[config.mk]
export PLATFORM = sky130hd
export DESIGN_NAME = fbgp_port
export DESIGN_NICKNAME = d
export VERILOG_FILES = /design/src/common/fbgp_pkg.sv /design/src/core/fbgp_port.sv
export SDC_FILE = /design/constraint.sdc
export NUM_CORES = 1
export LEC_CHECK = 0
export BUFFER_PORTS_ARGS = -buffer_cell sky130_fd_sc_hd__buf_4
export CAP_MARGIN = 0
export CORE_UTILIZATION = 30
export CTS_BUF_LIST = sky130_fd_sc_hd__clkbuf_8
export DETAILED_ROUTE_END_ITERATION = 16
export REMOVE_ABC_BUFFERS = 1
export SLEW_MARGIN = 20
export SYNTH_ARGS = -nofsm -noshare
export SYNTH_HDL_FRONTEND = slang
export SYNTH_SLANG_ARGS = --single-unit
[constraint.sdc]
create_clock -name clk -period 1.4 [get_ports clk]
set_clock_uncertainty 0.05 [all_clocks]
set_input_delay 0.28 -clock clk [delete_from_list [all_inputs] [get_ports clk]]
set_output_delay 0.28 -clock clk [all_outputs]
set_load 0.01 [all_outputs]
[src/common/fbgp_pkg.sv]
// Purpose: Shared constants and types for the five-bit general-purpose port.
// Assumes: Byte-wide register port, one clock.
// Notes:   Offsets are register indices on the plain register port.
package fbgp_pkg;

  // ==========================================================================
  // Register map
  localparam logic [1:0] OFF_PORT  = 2'h0;
  localparam logic [1:0] OFF_LATCH = 2'h1;
  localparam logic [1:0] OFF_DIR   = 2'h2;
  localparam logic [1:0] OFF_SEGHI = 2'h3;

  // ==========================================================================
  // Field positions
  localparam int PIN_W          = 5;
  localparam int BIT_PU_J       = 5;
  localparam int BIT_PU_E       = 6;
  localparam int BIT_PU_D       = 7;
  localparam int BIT_SER1_OD    = 6;
  localparam int BIT_SER2_OD    = 7;
  localparam int BIT_CAP1_OD    = 5;
  localparam int BIT_CAP2_OD    = 6;
  localparam int BIT_SSP_OD     = 7;
  localparam int BIT_LCD_SEGMENT_26      = 2;
  localparam int PIN_RTC        = 4;

  // ==========================================================================
  // Reset values
  localparam logic [4:0] LATCH_RST  = 5'h00;
  localparam logic [4:0] DIR_RST    = 5'h1f;
  localparam logic [2:0] PU_RST     = 3'h7;
  localparam logic [1:0] SEROD_RST  = 2'h0;
  localparam logic [2:0] PERIOD_RST = 3'h0;
  localparam logic [7:0] SEGHI_RST  = 8'h00;

  // ==========================================================================
  // Bundles
  typedef struct packed {
    logic [1:0] addr;
    logic [7:0] wdata;
    logic       wr;
    logic       rd;
  } fbgp_bus_s;

  typedef struct packed {
    logic serial2Active;
    logic serial2SyncMode;
    logic serial2TxEnable;
    logic serial2TxData;
    logic serial2ClockOut;
    logic clockCalendarEnable;
    logic clockCalendarData;
    logic lcdBiasEnable;
  } fbgp_periph_s;

endpackage

[src/core/fbgp_port.sv]
// Purpose: Five-pin general-purpose port with pull-up and open-drain selects.
// Assumes: Pins arrive asynchronously; peripherals are on clk.
// Notes:   Peripheral overrides never touch the stored direction bits.
//
// Summary of operation
// - Five pins, each direction and latch bit.
// - Direction 0 drives latch, 1 reads pin.
// - Pins sampled through Schmitt-trigger input path.
// - Latch bits 7,6 select serial open-drain.
// - Direction bits 7..5 select peripheral open-drain.
// - Latch bit 5 absent, reads zero.
// - Port bits 7..5 low enable pull-ups.
// - Reset disables all weak pull-ups.
// - Forced direction never alters stored bit.
// - Peripherals force output or input direction.
// - Segment 26 enable takes pin 4.
// - Clock-calendar output drives pin 4.
// - Bias duty removes pins 0,2,3 functions.
// - Serial output overrides latch on pins 1,2.
// - Software sets direction 1 for sync input.
// - Pin 2 feeds asynchronous receive input.
// - Pin 1 feeds synchronous clock input.
// - Port write loads output latches.
`timescale 1ns/1ns
`default_nettype none

module fbgp_port #(
  parameter int PINS = 5
) (
  input  wire logic                  clk,
  input  wire logic                  rst_b,
  input  wire fbgp_pkg::fbgp_bus_s   regBus,
  output logic [7:0]                 rdData,
  input  wire fbgp_pkg::fbgp_periph_s periph,
  input  wire logic [PINS-1:0]       pinIn,
  output logic [PINS-1:0]            pinOut,
  output logic [PINS-1:0]            pinOe,
  output logic                       lcdSegment26Enable,
  output logic                       serial2Receive,
  output logic                       serial2SyncClockIn,
  output logic                       serial2SyncDataIn,
  output logic                       pullupPortDEnable,
  output logic                       pullupPortEEnable,
  output logic                       pullupPortJEnable,
  output logic                       serial1OpenDrain,
  output logic                       serial2OpenDrain,
  output logic                       capture1OpenDrain,
  output logic                       capture2OpenDrain,
  output logic                       syncSerialOpenDrain
);

  // ==========================================================================
  // Elaboration check
  if (PINS != fbgp_pkg::PIN_W) begin : g_bad
    $error("fbgp_port supports exactly five pins");
  end

  // ==========================================================================
  // Storage
  logic [PINS-1:0] latch_r;
  logic [PINS-1:0] dir_r;
  logic [2:0]      pullupN_r;
  logic [1:0]      serOd_r;
  logic [2:0]      perOd_r;
  logic [7:0]      segHi_r;
  logic [PINS-1:0] pinMeta_r;
  logic [PINS-1:0] pinSync_r;
  logic [7:0]      rdData_nxt;

  wire logic wrPort  = regBus.wr && regBus.addr == fbgp_pkg::OFF_PORT;
  wire logic wrLatch = regBus.wr && regBus.addr == fbgp_pkg::OFF_LATCH;
  wire logic wrDir   = regBus.wr && regBus.addr == fbgp_pkg::OFF_DIR;
  wire logic wrSeg   = regBus.wr && regBus.addr == fbgp_pkg::OFF_SEGHI;

  // Both the port and latch offsets load the output latches.
  always_ff @(posedge clk or negedge rst_b)
  begin
    if (!rst_b)
      latch_r <= fbgp_pkg::LATCH_RST;
    else if (wrPort || wrLatch)
      latch_r <= regBus.wdata[PINS-1:0];
  end

  always_ff @(posedge clk or negedge rst_b)
  begin
    if (!rst_b)
      dir_r <= fbgp_pkg::DIR_RST;
    else if (wrDir)
      dir_r <= regBus.wdata[PINS-1:0];
  end

  always_ff @(posedge clk or negedge rst_b)
  begin
    if (!rst_b)
      pullupN_r <= fbgp_pkg::PU_RST;
    else if (wrPort)
      pullupN_r <= regBus.wdata[fbgp_pkg::BIT_PU_D:fbgp_pkg::BIT_PU_J];
  end

  always_ff @(posedge clk or negedge rst_b)
  begin
    if (!rst_b)
      serOd_r <= fbgp_pkg::SEROD_RST;
    else if (wrLatch)
      serOd_r <= regBus.wdata[fbgp_pkg::BIT_SER2_OD:fbgp_pkg::BIT_SER1_OD];
  end

  always_ff @(posedge clk or negedge rst_b)
  begin
    if (!rst_b)
      perOd_r <= fbgp_pkg::PERIOD_RST;
    else if (wrDir)
      perOd_r <= regBus.wdata[fbgp_pkg::BIT_SSP_OD:fbgp_pkg::BIT_CAP1_OD];
  end

  always_ff @(posedge clk or negedge rst_b)
  begin
    if (!rst_b)
      segHi_r <= fbgp_pkg::SEGHI_RST;
    else if (wrSeg)
      segHi_r <= regBus.wdata;
  end

  // ==========================================================================
  // Pin input path
  // The hysteresis sits in the pad; here the level is only synchronised.
  always_ff @(posedge clk or negedge rst_b)
  begin
    if (!rst_b)
    begin
      pinMeta_r <= '0;
      pinSync_r <= '0;
    end
    else
    begin
      pinMeta_r <= pinIn;
      pinSync_r <= pinMeta_r;
    end
  end

  // ==========================================================================
  // Pin ownership and drive
  // Every pin resolves its owner in a fixed order: general-purpose first,
  // then the serial transceiver, the open-drain release, bias duty, the
  // clock-calendar output and last the segment driver.
  // The stored direction bits are only read here, so an override never
  // disturbs a read-modify-write of the direction register.
  logic            seg26On;
  logic            serDrive1;
  logic            serDrive2;
  logic            serData1;
  logic [PINS-1:0] serOwn;
  logic [PINS-1:0] serData;
  logic [PINS-1:0] biasOwn;
  logic [PINS-1:0] calOwn;
  logic [PINS-1:0] segOwn;
  logic [PINS-1:0] odRelease;

  assign seg26On   = segHi_r[fbgp_pkg::BIT_LCD_SEGMENT_26];
  assign serDrive1 = periph.serial2Active && !periph.lcdBiasEnable &&
                     (periph.serial2SyncMode ? periph.serial2TxEnable : 1'b1);
  assign serDrive2 = periph.serial2Active && periph.serial2SyncMode && periph.serial2TxEnable &&
                     !periph.lcdBiasEnable;
  assign serData1  = periph.serial2SyncMode ? periph.serial2ClockOut : periph.serial2TxData;

  // Only pins 1 and 2 carry transceiver outputs.
  always_comb
  begin
    serOwn     = '0;
    serData    = '0;
    serOwn[1]  = serDrive1;
    serData[1] = serData1;
    serOwn[2]  = serDrive2;
    serData[2] = periph.serial2TxData;
  end

  // Bias duty takes pins 0, 2 and 3; the calendar and the segment take pin 4.
  always_comb
  begin
    biasOwn    = '0;
    calOwn     = '0;
    segOwn     = '0;
    biasOwn[0] = periph.lcdBiasEnable;
    biasOwn[2] = periph.lcdBiasEnable;
    biasOwn[3] = periph.lcdBiasEnable;
    calOwn[fbgp_pkg::PIN_RTC] = periph.clockCalendarEnable;
    segOwn[fbgp_pkg::PIN_RTC] = seg26On;
  end

  // With serial 2 active and its open-drain bit set, pin 1 (not pin 2) is released instead of driving a high level.
  always_comb
  begin
    odRelease    = '0;
    odRelease[1] = periph.serial2Active && serOd_r[1];
  end

  for (genvar p = 0; p < PINS; p++)
  begin : g_pin
    logic drvData;
    logic drvEn;

    always_comb
    begin
      drvData = latch_r[p];
      drvEn   = !dir_r[p];
      if (serOwn[p])
      begin
        drvData = serData[p];
        drvEn   = 1'b1;
      end
      if (odRelease[p] && drvData)
        drvEn = 1'b0;
      if (biasOwn[p])
        drvEn = 1'b0;
      if (calOwn[p])
      begin
        drvData = periph.clockCalendarData;
        drvEn   = 1'b1;
      end
      if (segOwn[p])
      begin
        drvData = 1'b0;
        drvEn   = 1'b0;
      end
    end

    assign pinOut[p] = drvData;
    assign pinOe[p]  = drvEn;
  end

  // ==========================================================================
  // Peripheral inputs and open-drain selects
  assign serial2Receive      = dir_r[2] && !periph.lcdBiasEnable && pinSync_r[2];
  assign serial2SyncDataIn   = dir_r[2] && !periph.lcdBiasEnable && pinSync_r[2];
  assign serial2SyncClockIn  = dir_r[1] && pinSync_r[1];
  assign lcdSegment26Enable  = seg26On;
  assign pullupPortDEnable   = !pullupN_r[2];
  assign pullupPortEEnable   = !pullupN_r[1];
  assign pullupPortJEnable   = !pullupN_r[0];
  assign serial2OpenDrain    = serOd_r[1];
  assign serial1OpenDrain    = serOd_r[0];
  assign syncSerialOpenDrain = perOd_r[2];
  assign capture2OpenDrain   = perOd_r[1];
  assign capture1OpenDrain   = perOd_r[0];

  // ==========================================================================
  // Read path
  // Each register's read layout is assembled once so that its fields stay visible.
  logic [7:0] rdPortWord;
  logic [7:0] rdLatchWord;
  logic [7:0] rdDirWord;
  logic [7:0] rdSegWord;

  assign rdPortWord  = {pullupN_r, pinSync_r};
  assign rdLatchWord = {serOd_r, 1'b0, latch_r};
  assign rdDirWord   = {perOd_r, dir_r};
  assign rdSegWord   = segHi_r;

  always_comb
  begin
    rdData_nxt = 8'h00;
    case (regBus.addr)
      fbgp_pkg::OFF_PORT:  rdData_nxt = rdPortWord;
      fbgp_pkg::OFF_LATCH: rdData_nxt = rdLatchWord;
      fbgp_pkg::OFF_DIR:   rdData_nxt = rdDirWord;
      fbgp_pkg::OFF_SEGHI: rdData_nxt = rdSegWord;
      default:             rdData_nxt = 8'h00;
    endcase
  end

  always_ff @(posedge clk or negedge rst_b)
  begin
    if (!rst_b)
      rdData <= 8'h00;
    else if (regBus.rd)
      rdData <= rdData_nxt;
    else
      rdData <= 8'h00;
  end

endmodule

`default_nettype wire

==> metrics <==
Clock Latency Late Sink=0.30 ns; Non-Filler Instances=272; RR Endpoint=rdData[4]$_DFF_PN0_; share of layout cells above drive strength 1=63.1%; post-DP HPWL=2900 µm; Routed WL=4080 µm; Synth Area in Adders=0%; root buffer cell=clkbuf_8; area of placed instances=2400 µm²; vias=1257; XOR/XNOR Fraction of Synth Area=0%; hold_sp=pinIn[0]; sequential area share after synthesis=57.0%; die area=6820 µm²; # diodes=0; Max-Cap Viols=0; RSZ-0062 raised after global routing=yes; Top Ports=57; sequential share of power=50.2%; Max FO, Critical Path=3; final-report hold violation count=0; Core Area=6310 µm²; Period Utilization, post-route=115%; Buf/Inv on CP=1; clock sink total=44; top-count cell post-synth=dfrtp_1; H-tree depth=2; CP max stage cell=dfrtp_1; Cells after DPL=258; Async S/R FF share, synth=100%; final max-slew violation count=0; fraction of synthesized area in multiplexers=25.2%; vias in the first global route=1317; detailed-router iteration count before antenna repair=4; critical path cell sequence=and3_1 > a2bb2oi_1 > a31oi_1 > buf_4; Routed Antenna Nets=0; post-DR vias/cell=4.62; outcome=finished, violations left; post-layout util=40.8%; crit path DAT=1.28 ns; drt drc=0; Pint=0.00236 W; leakage power=1.21 nW; cell area after layout=2580 µm²; synth-to-layout area growth=32.2%; synth cell count leaders=dfrtp_1, mux2_2, buf_4; CP max stage delay=0.41 ns; Worst R2R Setup Slack=0.12 ns; Final WS setup=-0.210 ns; Tmin final=1.61 ns; clk slew on worst S/H paths=0.08 ns; final setup violation count=5; failing checks=negative setup slack; largest net degree at the start of global routing=45; complex-gate fraction of the synthesized area=2.44%; Max Clk Rate=0.621 GHz; die width=82.6 µm; CP endpoint kind=output pin; CTS buffer count=5; worst hold path type=input pin to flip-flop; Sw Ratio=25.8%; mapped cell area=1950 µm²; critical path required time=1.07 ns; critical path depth=4; Top FF cell, synth=dfrtp_1; Yosys reg bits=44; dominant cells by area after synthesis=dfrtp_1, mux2_2, dfstp_2; Total GRT Usage=13.6%; P_sw=0.000821 W; starting density of the core=30.9%; slew at the pin with the worst max-slew slack=0.547 ns; post-DR wirelength/cell=15.0 µm; total power=0.00318 W; Starting DRT DRC Count=40; Yosys top cell by area=dfrtp_1; Ys Warns=0; clk buf depth=2; slew margin rel.=63.5%; Max VDD drop=776 µV; first-pass GRT wire length=6540 µm; Setup CP Type=flip-flop to output pin; IO Port Bufs=56; Synth Instances=133; post-synthesis simple-gate area fraction=9.05%; average size of a mapped cell=14.7 µm²; combinational family with the most area after synthesis=multiplexers; delay-heaviest family, CP=flip-flops; R2R depth=3; Clock power frac=25.0%; Synth top area share=46.2%; Congestion Overflow GR=0; Die Height=82.6 µm; WHS Path Cells=1; initial antenna violation count=0; Layout Nets=221; row count=29; Logic pwr share=24.8%; routability cong.=0.691; Reg-to-Reg Start=latch_r[4]$_DFFE_PN0P_; pwr/cell area=1230 nW/µm²; post-synth cell types=25; Final Hold Slack=0.0338 ns; CTS tree=yes; EDFF count, synth=0; Worst Hold End=pinMeta_r[0]$_DFF_PN0_; startpoint types=flip-flop
[layout by cell type, fill, tap and decap left out, types with 2 or more instances in the layout]
cell type,n
buf_4,63
dfrtp_1,36
mux2_2,27
dfstp_2,8
and2_1,7
clkbuf_8,6
inv_1,5
mux4_2,5
nor2_1,4
buf_6,4
nand3_1,3
nor2b_1,2
mux4_1,2
nand2b_1,2
nand2_1,2
[stage by stage]
stage | setup slack, ns | TNS (ns)
floorplan | 0.0622 | 0
detailed placement | -0.0618 | -0.175
finish | -0.210 | -0.467
global route | -0.333 | -0.804
global placement | -0.0376 | -0.0840
CTS | -0.219 | -0.561
[final cells by class]
class	count	area [µm²]
fill	633	3740
sequential	44	1110
multi-input combinational	71	737
timing repair buffer	68	528
tap	77	96.3
clock buffer	6	82.6
inverter	4	15.0
clock inverter	2	7.51
[power groups by stage]
stage / clock (W) / combinational (W) / sequential (W)
after floorplan: 0 / 0.000321 / 0.00162
final: 0.000796 / 0.000787 / 0.00160
after global placement: 0 / 0.000724 / 0.00162
after global routing: 0.000869 / 0.000859 / 0.00162
after CTS: 0.000822 / 0.000778 / 0.00160
after detailed placement: 0 / 0.000731 / 0.00162
[state kept, by name, summed over array words and instances (netlist names)]
signal	flops
pinMeta_r	5
serOd_r	2
pullupN_r	3
rdData	8
rdSegWord	8
dir_r	5
pinSync_r	5
latch_r	5
perOd_r	3
[worst reg2reg max path, cell delays in order (launching register included)]
cell     delay, ns
dfrtp_1       0.39
buf_4         0.14
mux4_2        0.43
and2_1        0.16
[metal layers]
layer | up-vias | GRT usage, % | wire length [µm]
met5 | - | 0 | 0
met4 | 0 | 5.69 | 68
met3 | 7 | 3.52 | 233
met2 | 36 | 20.4 | 1960
met1 | 636 | 18.6 | 1820
li1 | 578 | - | -
[how the worst max path moves through the flow]
| stage | from | end | slack, ns |
|---|---|---|---|
| after floorplan | regBus[1] | pullupN_r[0]$_DFFE_PN1P_ | 0.06 |
| after global placement | periph[0] | pinOe[1] | -0.04 |
| after detailed placement | periph[0] | pinOe[1] | -0.06 |
| after CTS | serOd_r[1]$_DFFE_PN0P_ | pinOe[1] | -0.22 |
| after global routing | serOd_r[1]$_DFFE_PN0P_ | pinOe[1] | -0.33 |
| final | serOd_r[1]$_DFFE_PN0P_ | pinOe[1] | -0.21 |
[cell families (layout without fill, tap and decap cells)]
logic type             after synthesis  after routing
DFF                                 44             44
buffers and inverters               18             80
muxes                               36             36
and+or+nand+nor                     28             28
AOI/OAI and AO/OA                    7              7
[timing repair]
action | CTS | global route
setup buffers | 3 | 2
pin swaps | 2 | 1
endpoints found under the hold margin | 36 | 0
setup endpoints to repair | 6 | 9
hold buffers | 1 | 0
gates resized for setup | 9 | 4
(Power assumes the default switching activity.)
